File: config.mk
export PLATFORM = sky130hd
export DESIGN_NAME = spl_lock_control
export DESIGN_NICKNAME = d
export VERILOG_FILES = /design/src/rtl/spl_lock_control.v
export VERILOG_INCLUDE_DIRS = /design/src /design/src/shared
export SDC_FILE = /design/constraint.sdc
export NUM_CORES = 1
export LEC_CHECK = 0
export BUFFER_PORTS_ARGS = -buffer_cell sky130_fd_sc_hd__buf_2
export CAP_MARGIN = 20
export CELL_PAD_IN_SITES_DETAIL_PLACEMENT = 1
export CELL_PAD_IN_SITES_GLOBAL_PLACEMENT = 2
export CORE_MARGIN = 3
export CORE_UTILIZATION = 31
export DETAILED_ROUTE_END_ITERATION = 12
export PLACE_DENSITY = 0.94
export SYNTH_ARGS = -nofsm -noshare
export SYNTH_HDL_FRONTEND = slang
export SYNTH_SLANG_ARGS = --single-unit
File: constraint.sdc
create_clock -name clk_sys -period 6.4 [get_ports clk_sys]
set_input_delay 1.28 -clock clk_sys [delete_from_list [all_inputs] [get_ports clk_sys]]
set_output_delay 1.28 -clock clk_sys [all_outputs]
set_load 0.05 [all_outputs]
File: src/shared/spl_lock_consts.vh
// Constants for the self-programming lock and control block.
// Assumes a 32-bit AXI4-Lite register bus and an 8-bit control and status byte.
`ifndef SPL_LOCK_CONSTS_VH
`define SPL_LOCK_CONSTS_VH

// Register byte offsets
`define SPL_OFF_CSR         4'h0
`define SPL_OFF_LOCK        4'h4
`define SPL_OFF_CFG         4'h8

// Control and status byte, bit positions
`define SPL_CSR_IRQ_EN      7
`define SPL_CSR_RWW_BUSY    6
`define SPL_CSR_RES         5
`define SPL_CSR_RWW_REEN    4
`define SPL_CSR_LOCK_SET    3
`define SPL_CSR_PAGE_WR     2
`define SPL_CSR_PAGE_ER     1
`define SPL_CSR_ARM         0
`define SPL_CSR_RESET       8'h00

// Accepted command patterns of the low five bits
`define SPL_CMD_REEN        5'h11
`define SPL_CMD_LOCK        5'h09
`define SPL_CMD_WRITE       5'h05
`define SPL_CMD_ERASE       5'h03
`define SPL_CMD_LOAD        5'h01

// Lock byte layout: 1 = unprogrammed, 0 = programmed
`define SPL_LOCK_MEM_LO     0
`define SPL_LOCK_MEM_HI     1
`define SPL_LOCK_APP_LO     2
`define SPL_LOCK_APP_HI     3
`define SPL_LOCK_BOOT_LO    4
`define SPL_LOCK_BOOT_HI    5
`define SPL_LOCK_ERASED     8'hff

// Config register
`define SPL_CFG_IV_BOOT     0
`define SPL_CFG_RESET       1'b0

// Timing in clock cycles
`define SPL_ARM_CYCLES      3'd4
`define SPL_LPM_CYCLES      3'd3

// AXI responses
`define SPL_RESP_OKAY       2'b00
`define SPL_RESP_SLVERR     2'b10

`endif

File: src/rtl/spl_lock_control.v
// Self-programming control, boot lock bits and boot reset selection.
// Assumes the CPU core drives store/load request pulses synchronous to clk_sys
// and the flash array reports the end of an erase or write with a pulse.
`timescale 1ns/100ps
`include "spl_lock_consts.vh"

module spl_lock_control #(
    parameter AW        = 12,
    parameter LOCK_INIT = 8'hff
) (
    // Clock and reset
    input  wire          clk_sys,
    input  wire          resetn,
    // AXI4-Lite slave
    input  wire [3:0]    s_axi_awaddr,
    input  wire          s_axi_awvalid,
    output reg           s_axi_awready,
    input  wire [31:0]   s_axi_wdata,
    input  wire [3:0]    s_axi_wstrb,
    input  wire          s_axi_wvalid,
    output reg           s_axi_wready,
    output reg  [1:0]    s_axi_bresp,
    output reg           s_axi_bvalid,
    input  wire          s_axi_bready,
    input  wire [3:0]    s_axi_araddr,
    input  wire          s_axi_arvalid,
    output reg           s_axi_arready,
    output reg  [31:0]   s_axi_rdata,
    output reg  [1:0]    s_axi_rresp,
    output reg           s_axi_rvalid,
    input  wire          s_axi_rready,
    // CPU core
    input  wire [AW-1:0] execAddr,
    input  wire          globalIrqFlag,
    input  wire          storeReq,
    input  wire [AW-1:0] storeAddr,
    input  wire [15:0]   storeWord,
    input  wire          loadReq,
    input  wire [AW:0]   loadAddr,
    output reg           storeRefused_r,
    output reg           loadGrant_r,
    output reg           loadRefused_r,
    output reg           lockReadValid_r,
    output reg  [7:0]    lockReadData_r,
    output reg           storeReadyIrq_r,
    output reg           irqSuppress_r,
    output reg           cpuStall_r,
    output reg  [AW-1:0] resetVector_r,
    // Flash array
    input  wire [AW-1:0] bootStart,
    input  wire [AW-1:0] nrwwStart,
    input  wire          flashDone,
    output reg           flashEraseStart_r,
    output reg           flashWriteStart_r,
    output reg  [AW-1:0] flashPageAddr_r,
    output reg           pageLoadWe_r,
    output reg  [AW-1:0] pageLoadAddr_r,
    output reg  [15:0]   pageLoadData_r,
    output reg           pageBufClear_r,
    // Fuses and external programming path
    input  wire          bootResetSelectFuse,
    input  wire [7:0]    fuseLowByte,
    input  wire          progLockWe,
    input  wire [7:0]    progLockData,
    input  wire          chipErase
);

    // Section decode, used for both execution and target addresses
    function inBoot;
        input [AW-1:0] a;
        input [AW-1:0] start;
        begin
            inBoot = (a >= start);
        end
    endfunction

    reg          storeReadyIrqEn_r;
    reg          rwwSectionBusyFlag_r;
    reg          rwwSectionReadReenable_r;
    reg          lockBitsSetCommand_r;
    reg          pageWriteCmd_r;
    reg          pageEraseCmd_r;
    reg          selfProgramArm_r;
    reg          opBusy_r;
    reg  [2:0]   armCnt_r;
    reg  [7:0]   lockBits_r;
    reg          ivInBoot_r;
    reg  [3:0]   wrAddr_r;
    reg  [31:0]  wrData_r;
    reg  [3:0]   wrStrb_r;

    wire [7:0] csrView = {storeReadyIrqEn_r, rwwSectionBusyFlag_r, 1'b0,
                          rwwSectionReadReenable_r, lockBitsSetCommand_r,
                          pageWriteCmd_r, pageEraseCmd_r, selfProgramArm_r};

    // Memory lock bits guard external access only,
    // so no store/load check reads them.
    wire appLo  = lockBits_r[`SPL_LOCK_APP_LO];
    wire appHi  = lockBits_r[`SPL_LOCK_APP_HI];
    wire bootLo = lockBits_r[`SPL_LOCK_BOOT_LO];
    wire bootHi = lockBits_r[`SPL_LOCK_BOOT_HI];

    wire execBoot   = inBoot(execAddr, bootStart);
    wire storeBoot  = inBoot(storeAddr, bootStart);
    wire storeNrww  = inBoot(storeAddr, nrwwStart);
    wire loadBoot   = inBoot(loadAddr[AW:1], bootStart);
    wire loadNrww   = inBoot(loadAddr[AW:1], nrwwStart);

    // Store write protection per target section
    wire appStoreBlocked  = !appLo;
    wire bootStoreBlocked = !bootLo;
    wire storeBlocked = storeBoot ? bootStoreBlocked : appStoreBlocked;

    // Load read protection depends on where the code runs
    wire loadBlocked = (!appHi && execBoot && !loadBoot) ||
                       (!bootHi && !execBoot && loadBoot) ||
                       (rwwSectionBusyFlag_r && !loadNrww);

    wire armed     = selfProgramArm_r && (armCnt_r != 3'd0) && !opBusy_r;
    wire storeGo   = storeReq && armed && execBoot;
    wire lockPeek  = lockBitsSetCommand_r && selfProgramArm_r &&
                     (armCnt_r > (`SPL_ARM_CYCLES - `SPL_LPM_CYCLES));

    // AXI write decode and command check
    wire wrDo = !s_axi_awready && !s_axi_wready && !s_axi_bvalid;
    wire wrCsr = wrDo && (wrAddr_r == `SPL_OFF_CSR) && wrStrb_r[0];
    wire wrCfg = wrDo && (wrAddr_r == `SPL_OFF_CFG) && wrStrb_r[0];
    wire wrMapped = (wrAddr_r == `SPL_OFF_CSR) || (wrAddr_r == `SPL_OFF_LOCK) ||
                    (wrAddr_r == `SPL_OFF_CFG);
    wire [4:0] wrCmd = wrData_r[4:0];
    wire cmdOk = (wrCmd == `SPL_CMD_REEN) || (wrCmd == `SPL_CMD_LOCK) ||
                 (wrCmd == `SPL_CMD_WRITE) || (wrCmd == `SPL_CMD_ERASE) ||
                 (wrCmd == `SPL_CMD_LOAD);
    // Command bits are frozen while erase/write runs
    wire cmdTake = wrCsr && cmdOk && !opBusy_r;

    // AXI write channel: address and data taken in either order
    always @(posedge clk_sys or negedge resetn) begin
        if (!resetn) begin
            s_axi_awready <= 1'b1;
            s_axi_wready  <= 1'b1;
            s_axi_bvalid  <= 1'b0;
            s_axi_bresp   <= `SPL_RESP_OKAY;
            wrAddr_r      <= 4'h0;
            wrData_r      <= 32'h0000_0000;
            wrStrb_r      <= 4'h0;
        end else begin
            if (s_axi_awvalid && s_axi_awready) begin
                s_axi_awready <= 1'b0;
                wrAddr_r      <= s_axi_awaddr;
            end
            if (s_axi_wvalid && s_axi_wready) begin
                s_axi_wready <= 1'b0;
                wrData_r     <= s_axi_wdata;
                wrStrb_r     <= s_axi_wstrb;
            end
            if (wrDo) begin
                s_axi_bvalid <= 1'b1;
                s_axi_bresp  <= wrMapped ? `SPL_RESP_OKAY : `SPL_RESP_SLVERR;
            end
            if (s_axi_bvalid && s_axi_bready) begin
                s_axi_bvalid  <= 1'b0;
                s_axi_awready <= 1'b1;
                s_axi_wready  <= 1'b1;
            end
        end
    end

    // AXI read channel: data sampled at the address handshake
    always @(posedge clk_sys or negedge resetn) begin
        if (!resetn) begin
            s_axi_arready <= 1'b1;
            s_axi_rvalid  <= 1'b0;
            s_axi_rdata   <= 32'h0000_0000;
            s_axi_rresp   <= `SPL_RESP_OKAY;
        end else begin
            if (s_axi_arvalid && s_axi_arready) begin
                s_axi_arready <= 1'b0;
                s_axi_rvalid  <= 1'b1;
                s_axi_rresp   <= `SPL_RESP_OKAY;
                case (s_axi_araddr)
                    `SPL_OFF_CSR:  s_axi_rdata <= {24'h000000, csrView};
                    `SPL_OFF_LOCK: s_axi_rdata <= {23'h000000, bootResetSelectFuse,
                                                   lockBits_r};
                    `SPL_OFF_CFG:  s_axi_rdata <= {31'h00000000, ivInBoot_r};
                    default: begin
                        s_axi_rdata <= 32'h0000_0000;
                        s_axi_rresp <= `SPL_RESP_SLVERR;
                    end
                endcase
            end
            if (s_axi_rvalid && s_axi_rready) begin
                s_axi_rvalid  <= 1'b0;
                s_axi_arready <= 1'b1;
            end
        end
    end

    // Control byte, arm window and store execution
    always @(posedge clk_sys or negedge resetn) begin
        if (!resetn) begin
            storeReadyIrqEn_r        <= 1'b0;
            rwwSectionBusyFlag_r     <= 1'b0;
            rwwSectionReadReenable_r <= 1'b0;
            lockBitsSetCommand_r     <= 1'b0;
            pageWriteCmd_r           <= 1'b0;
            pageEraseCmd_r           <= 1'b0;
            selfProgramArm_r         <= 1'b0;
            opBusy_r                 <= 1'b0;
            armCnt_r                 <= 3'd0;
            ivInBoot_r               <= `SPL_CFG_RESET;
            storeRefused_r           <= 1'b0;
            cpuStall_r               <= 1'b0;
            flashEraseStart_r        <= 1'b0;
            flashWriteStart_r        <= 1'b0;
            flashPageAddr_r          <= {AW{1'b0}};
            pageLoadWe_r             <= 1'b0;
            pageLoadAddr_r           <= {AW{1'b0}};
            pageLoadData_r           <= 16'h0000;
            pageBufClear_r           <= 1'b0;
            lockBits_r               <= LOCK_INIT;
        end else begin
            storeRefused_r    <= 1'b0;
            flashEraseStart_r <= 1'b0;
            flashWriteStart_r <= 1'b0;
            pageLoadWe_r      <= 1'b0;
            pageBufClear_r    <= 1'b0;
            if (wrCfg)
                ivInBoot_r <= wrData_r[`SPL_CFG_IV_BOOT];
            if (wrCsr)
                storeReadyIrqEn_r <= wrData_r[`SPL_CSR_IRQ_EN];
            if (armCnt_r != 3'd0)
                armCnt_r <= armCnt_r - 3'd1;
            // No store in the window: drop all command bits
            if (armCnt_r == 3'd1 && !opBusy_r) begin
                selfProgramArm_r         <= 1'b0;
                rwwSectionReadReenable_r <= 1'b0;
                lockBitsSetCommand_r     <= 1'b0;
                pageWriteCmd_r           <= 1'b0;
                pageEraseCmd_r           <= 1'b0;
            end
            if (storeReq && !storeGo)
                storeRefused_r <= 1'b1;
            if (storeGo) begin
                armCnt_r                 <= 3'd0;
                selfProgramArm_r         <= 1'b0;
                rwwSectionReadReenable_r <= 1'b0;
                lockBitsSetCommand_r     <= 1'b0;
                pageWriteCmd_r           <= 1'b0;
                pageEraseCmd_r           <= 1'b0;
                if (pageEraseCmd_r || pageWriteCmd_r) begin
                    if (storeBlocked) begin
                        storeRefused_r <= 1'b1;
                    end else begin
                        // Arm bit stays high for the whole operation
                        selfProgramArm_r  <= 1'b1;
                        pageWriteCmd_r    <= pageWriteCmd_r;
                        pageEraseCmd_r    <= pageEraseCmd_r;
                        opBusy_r          <= 1'b1;
                        flashEraseStart_r <= pageEraseCmd_r;
                        flashWriteStart_r <= pageWriteCmd_r;
                        flashPageAddr_r   <= storeAddr;
                        if (storeNrww)
                            cpuStall_r <= 1'b1;
                        else
                            rwwSectionBusyFlag_r <= 1'b1;
                    end
                end else if (lockBitsSetCommand_r) begin
                    // AND only moves bits toward programmed
                    lockBits_r <= lockBits_r & storeWord[7:0];
                end else if (rwwSectionReadReenable_r) begin
                    rwwSectionBusyFlag_r <= 1'b0;
                    pageBufClear_r       <= 1'b1;
                end else begin
                    pageLoadWe_r         <= 1'b1;
                    pageLoadAddr_r       <= storeAddr;
                    pageLoadData_r       <= storeWord;
                    rwwSectionBusyFlag_r <= 1'b0;
                end
            end
            if (opBusy_r && flashDone) begin
                opBusy_r         <= 1'b0;
                selfProgramArm_r <= 1'b0;
                pageWriteCmd_r   <= 1'b0;
                pageEraseCmd_r   <= 1'b0;
                cpuStall_r       <= 1'b0;
                // Written page empties the temporary buffer
                pageBufClear_r   <= pageWriteCmd_r;
            end
            if (cmdTake) begin
                selfProgramArm_r         <= wrCmd[`SPL_CSR_ARM];
                pageEraseCmd_r           <= wrCmd[`SPL_CSR_PAGE_ER];
                pageWriteCmd_r           <= wrCmd[`SPL_CSR_PAGE_WR];
                lockBitsSetCommand_r     <= wrCmd[`SPL_CSR_LOCK_SET];
                rwwSectionReadReenable_r <= wrCmd[`SPL_CSR_RWW_REEN];
                armCnt_r                 <= `SPL_ARM_CYCLES;
                if (wrCmd == `SPL_CMD_REEN)
                    pageBufClear_r <= 1'b1;
            end
            // Only chip erase unprograms
            if (progLockWe)
                lockBits_r <= lockBits_r & progLockData;
            if (chipErase)
                lockBits_r <= `SPL_LOCK_ERASED;
        end
    end

    // Load path: lock/fuse peek, grant or silent refusal
    always @(posedge clk_sys or negedge resetn) begin
        if (!resetn) begin
            loadGrant_r     <= 1'b0;
            loadRefused_r   <= 1'b0;
            lockReadValid_r <= 1'b0;
            lockReadData_r  <= 8'h00;
        end else begin
            loadGrant_r     <= 1'b0;
            loadRefused_r   <= 1'b0;
            lockReadValid_r <= 1'b0;
            if (loadReq) begin
                if (lockPeek) begin
                    lockReadValid_r <= 1'b1;
                    lockReadData_r  <= loadAddr[0] ? fuseLowByte : lockBits_r;
                end else if (loadBlocked) begin
                    loadRefused_r <= 1'b1;
                end else begin
                    loadGrant_r <= 1'b1;
                end
            end
        end
    end

    // Interrupt request, suppression and reset vector
    wire appMode34  = !appHi;
    wire bootMode34 = !bootHi;
    always @(posedge clk_sys or negedge resetn) begin
        if (!resetn) begin
            storeReadyIrq_r <= 1'b0;
            irqSuppress_r   <= 1'b0;
            resetVector_r   <= {AW{1'b0}};
        end else begin
            storeReadyIrq_r <= storeReadyIrqEn_r && globalIrqFlag &&
                               !selfProgramArm_r;
            irqSuppress_r   <= (appMode34 && ivInBoot_r && !execBoot) ||
                               (bootMode34 && !ivInBoot_r && execBoot);
            // Fuse has no software write path
            resetVector_r   <= bootResetSelectFuse ? {AW{1'b0}} : bootStart;
        end
    end

endmodule // spl_lock_control

==> run summary <==
crit path capture type: register
die footprint: 22000 sq um
final hold vios: 0
clk slew on worst S/H paths: 0.06 ns
share of cells above drive strength 1: 39.1%
core area: 19700 sq um
hold_buf cts: 0
initial antenna violation count: 2
Crit path required time: 6.70 ns
Highest Clock Rate: 280 MHz
Initial DRC Count: 150
routed vias: 5028
CP arrival: 3.87 ns
Setup Total Neg Slack: 0 ns
number of global-route vias before repair: 5539
Top delay family on crit path: compound AO/OA/AOI/OAI gates
ys flop type: dfrtp_1
row cnt: 51
clock sink total: 118
P_leak: 4.37 nW
outcome: completed
CP Cell Sequence: buf_2 > inv_1 > ha_1 > a21oi_1 > o21ai_0 > a221oi_1 > o21ai_1 > o211ai_1 > buf_4 > mux2_2
placed insts: 1033
RSZ-0062 raised after global routing: false
gr usage total: 17.6%
mean area per synthesized cell: 11.1 sq um
final max-slew violation count: 0
largest net degree at the start of global routing: 65
Setup Viol. Count Final: 0
total gr overflow: 0
measured slew at the worst slew-check pin: 0.828 ns
Max clock buf depth: 2
Crit Path Max Fanout: 15
register area share after synthesis: 47.2%
clock tree from TritonCTS: yes
Final HPWL DP: 15.2 mm
final cell count without fillers: 1066
Final period util: 55.7%
H-tree depth: 4
fin crit period: 3.57 ns
Post-CTS Setup Inserts: 0
Yosys cell types: 51
initial core utilization: 31.9%
Pre-antenna DRT Iters: 4
clk_lat worst skew: 0.43 ns
Cells after Synth: 568
PwrDens: 382 nW/um^2
number of synthesized flops with an enable pin: 0
DR WL/cell: 18.0 um
Die Y-Extent: 148 um
Synth Cell Area: 6290 sq um
I/O pins: 263
CTS buffer count: 17
PortBufs: 208
first-pass GRT wire length: 30.0 mm
Via density: 4.72
CP Buf/Inv Count: 3
nets@finish: 1001
CP Class: primary input to register
DR DRC count: 0
ANT nets after route: 0
final WL: 19.2 mm
Async SR Flop Fraction: 100%
clock root buffer master: clkbuf_16
routability congestion estimate: 0.788
hold crit path type: register to register
Worst VDD drop: 0.150 mV
Worst path slowest cell: a221oi_1
Chip Width: 148 um
clk_skew: 0.0111 ns
Worst setup SP type: primary input
# Max-Cap Violations: 0
CP max stage delay: 0.60 ns
Syn. warnings: 0
Area growth, synth to finish: 28.9%
Yosys reg bits: 118
fillers: 2278
post-CTS sizing: 0
Worst slew margin: 44.8%
-- worst min-delay path: cells and delay by family (launching register included) --
kind,cells,cell delay [ns]
AO/OA/AOI/OAI,1,0.06
flip-flops,1,0.34
AND/OR/NAND/NOR,1,0.05
-- through the flow --
stage          util [%]  setup slack (ns)  cell area [sq um]  hold WS (ns)  total power, mW
2_1_floorplan         -              3.03               6380         0.454             1.87
3_3_place_gp       38.2              2.48               7530         0.458             2.14
3_5_place_dp       38.2              2.39               7530         0.469             2.18
4_1_cts            41.1              2.84               8100         0.485             3.13
5_1_grt            41.1              2.62               8100         0.501             3.26
6_report           41.1              2.83               8100         0.477             3.10
-- kinds of logic (layout without fill, tap and decap cells) --
| family | Yosys count | count (layout) | share of synthesized area [%] |
|---|---|---|---|
| fa+ha+maj | 64 | 64 | 12.7 |
| buf+inv | 74 | 282 | 6.21 |
| compound gates | 112 | 112 | 11.3 |
| flops | 118 | 118 | 47.2 |
| mux | 71 | 71 | 12.4 |
| simple gates | 127 | 127 | 10.0 |
| xor+xnor | 1 | 1 | 0.139 |
| other cells | 1 | 26 | 0.0597 |
-- routing by layer --
metal  track usage [%]  share of wire, %
met1              21.4                43
met5                 0             0.037
met4              7.30               2.8
met3              4.27               4.5
met2              29.9                50
-- cell type report --
class | count | area [sq um] | area share, %
multi-input cells | 400 | 3020 | 37.3
clock buffers | 17 | 425 | 5.25
well taps | 265 | 332 | 4.09
clock inverters | 15 | 145 | 1.79
flip-flops and latches | 118 | 2970 | 36.6
diodes | 1 | 2.50 | 0.0309
inverters | 39 | 146 | 1.81
repair buffers | 211 | 1070 | 13.2
-- state kept, by name, indices dropped and copies added, names as in the netlist, 3 cells and up --
| name | cells |
|---|---|
| lockReadData_r | 8 |
| wrData_r | 6 |
| lockBits_r | 8 |
| pageLoadAddr_r | 12 |
| resetVector_r | 12 |
| pageLoadData_r | 16 |
| s_axi_rdata | 9 |
| wrAddr_r | 4 |
| flashPageAddr_r | 12 |
| armCnt_r | 3 |
-- placed cells by master (no fill, tap or decap), types with 17 or more instances in the layout --
| cell | count |
|---|---|
| buf_2 | 207 |
| mux2i_1 | 17 |
| ha_1 | 63 |
| mux2_2 | 54 |
| nor2_1 | 29 |
| dfrtp_1 | 107 |
| nand2_1 | 43 |
| clkbuf_16 | 17 |
| o21ai_0 | 45 |
| inv_1 | 39 |
| conb_1 | 25 |
| a21oi_1 | 17 |
| nor3_1 | 17 |
-- synthesized netlist by cell type (3+ instances only) --
| library cell | number | area, sq um |
|---|---|---|
| dfstp_2 | 11 | 289 |
| a21o_1 | 8 | 60.1 |
| o211ai_1 | 5 | 37.5 |
| clkbuf_1 | 6 | 22.5 |
| nor3_1 | 17 | 85.1 |
| nor2b_1 | 5 | 31.3 |
| inv_1 | 39 | 146 |
| and4_1 | 4 | 35.0 |
| nor2_1 | 29 | 109 |
| o21bai_1 | 10 | 75.1 |
| nand3_1 | 3 | 15.0 |
| mux2_2 | 54 | 608 |
| dfrtp_1 | 107 | 2680 |
| a21oi_1 | 17 | 85.1 |
| buf_4 | 26 | 195 |
| nand4_1 | 8 | 50.1 |
| nand3b_1 | 3 | 22.5 |
| a211oi_1 | 5 | 37.5 |
| o21ai_0 | 45 | 225 |
| ha_1 | 63 | 788 |
| o31ai_1 | 5 | 37.5 |
| mux2i_1 | 17 | 170 |
| nand2b_1 | 5 | 31.3 |
| nand2_1 | 43 | 161 |
-- path summary, 6_finish.rpt --
kind	start	endpoint	slack, ns	cells after the start
worst max-delay path	bootStart[2]	flashPageAddr_r[9]$_DFFE_PN0P_	2.83	10
worst min-delay path	lockReadData_r[5]$_DFFE_PN0P_	lockReadData_r[5]$_DFFE_PN0P_	0.48	2
worst max register to register	armCnt_r[0]$_DFFE_PN0P_	flashPageAddr_r[9]$_DFFE_PN0P_	3.68	9
worst min register to register	lockReadData_r[5]$_DFFE_PN0P_	lockReadData_r[5]$_DFFE_PN0P_	0.48	2
max in group asynchronous	resetn	lockReadData_r[7]$_DFFE_PN0P_	4.16	2
min in group asynchronous	resetn	pageLoadAddr_r[10]$_DFFE_PN0P_	0.91	1
-- report_power, final --
group	total [mW]	internal [mW]	switching, mW
clock	0.932	0.542	0.390
sequential	1.07	0.942	0.130
combinational	1.09	0.317	0.775
total	3.10	1.80	1.30
Note: power is estimated with default switching activity, not from simulation.
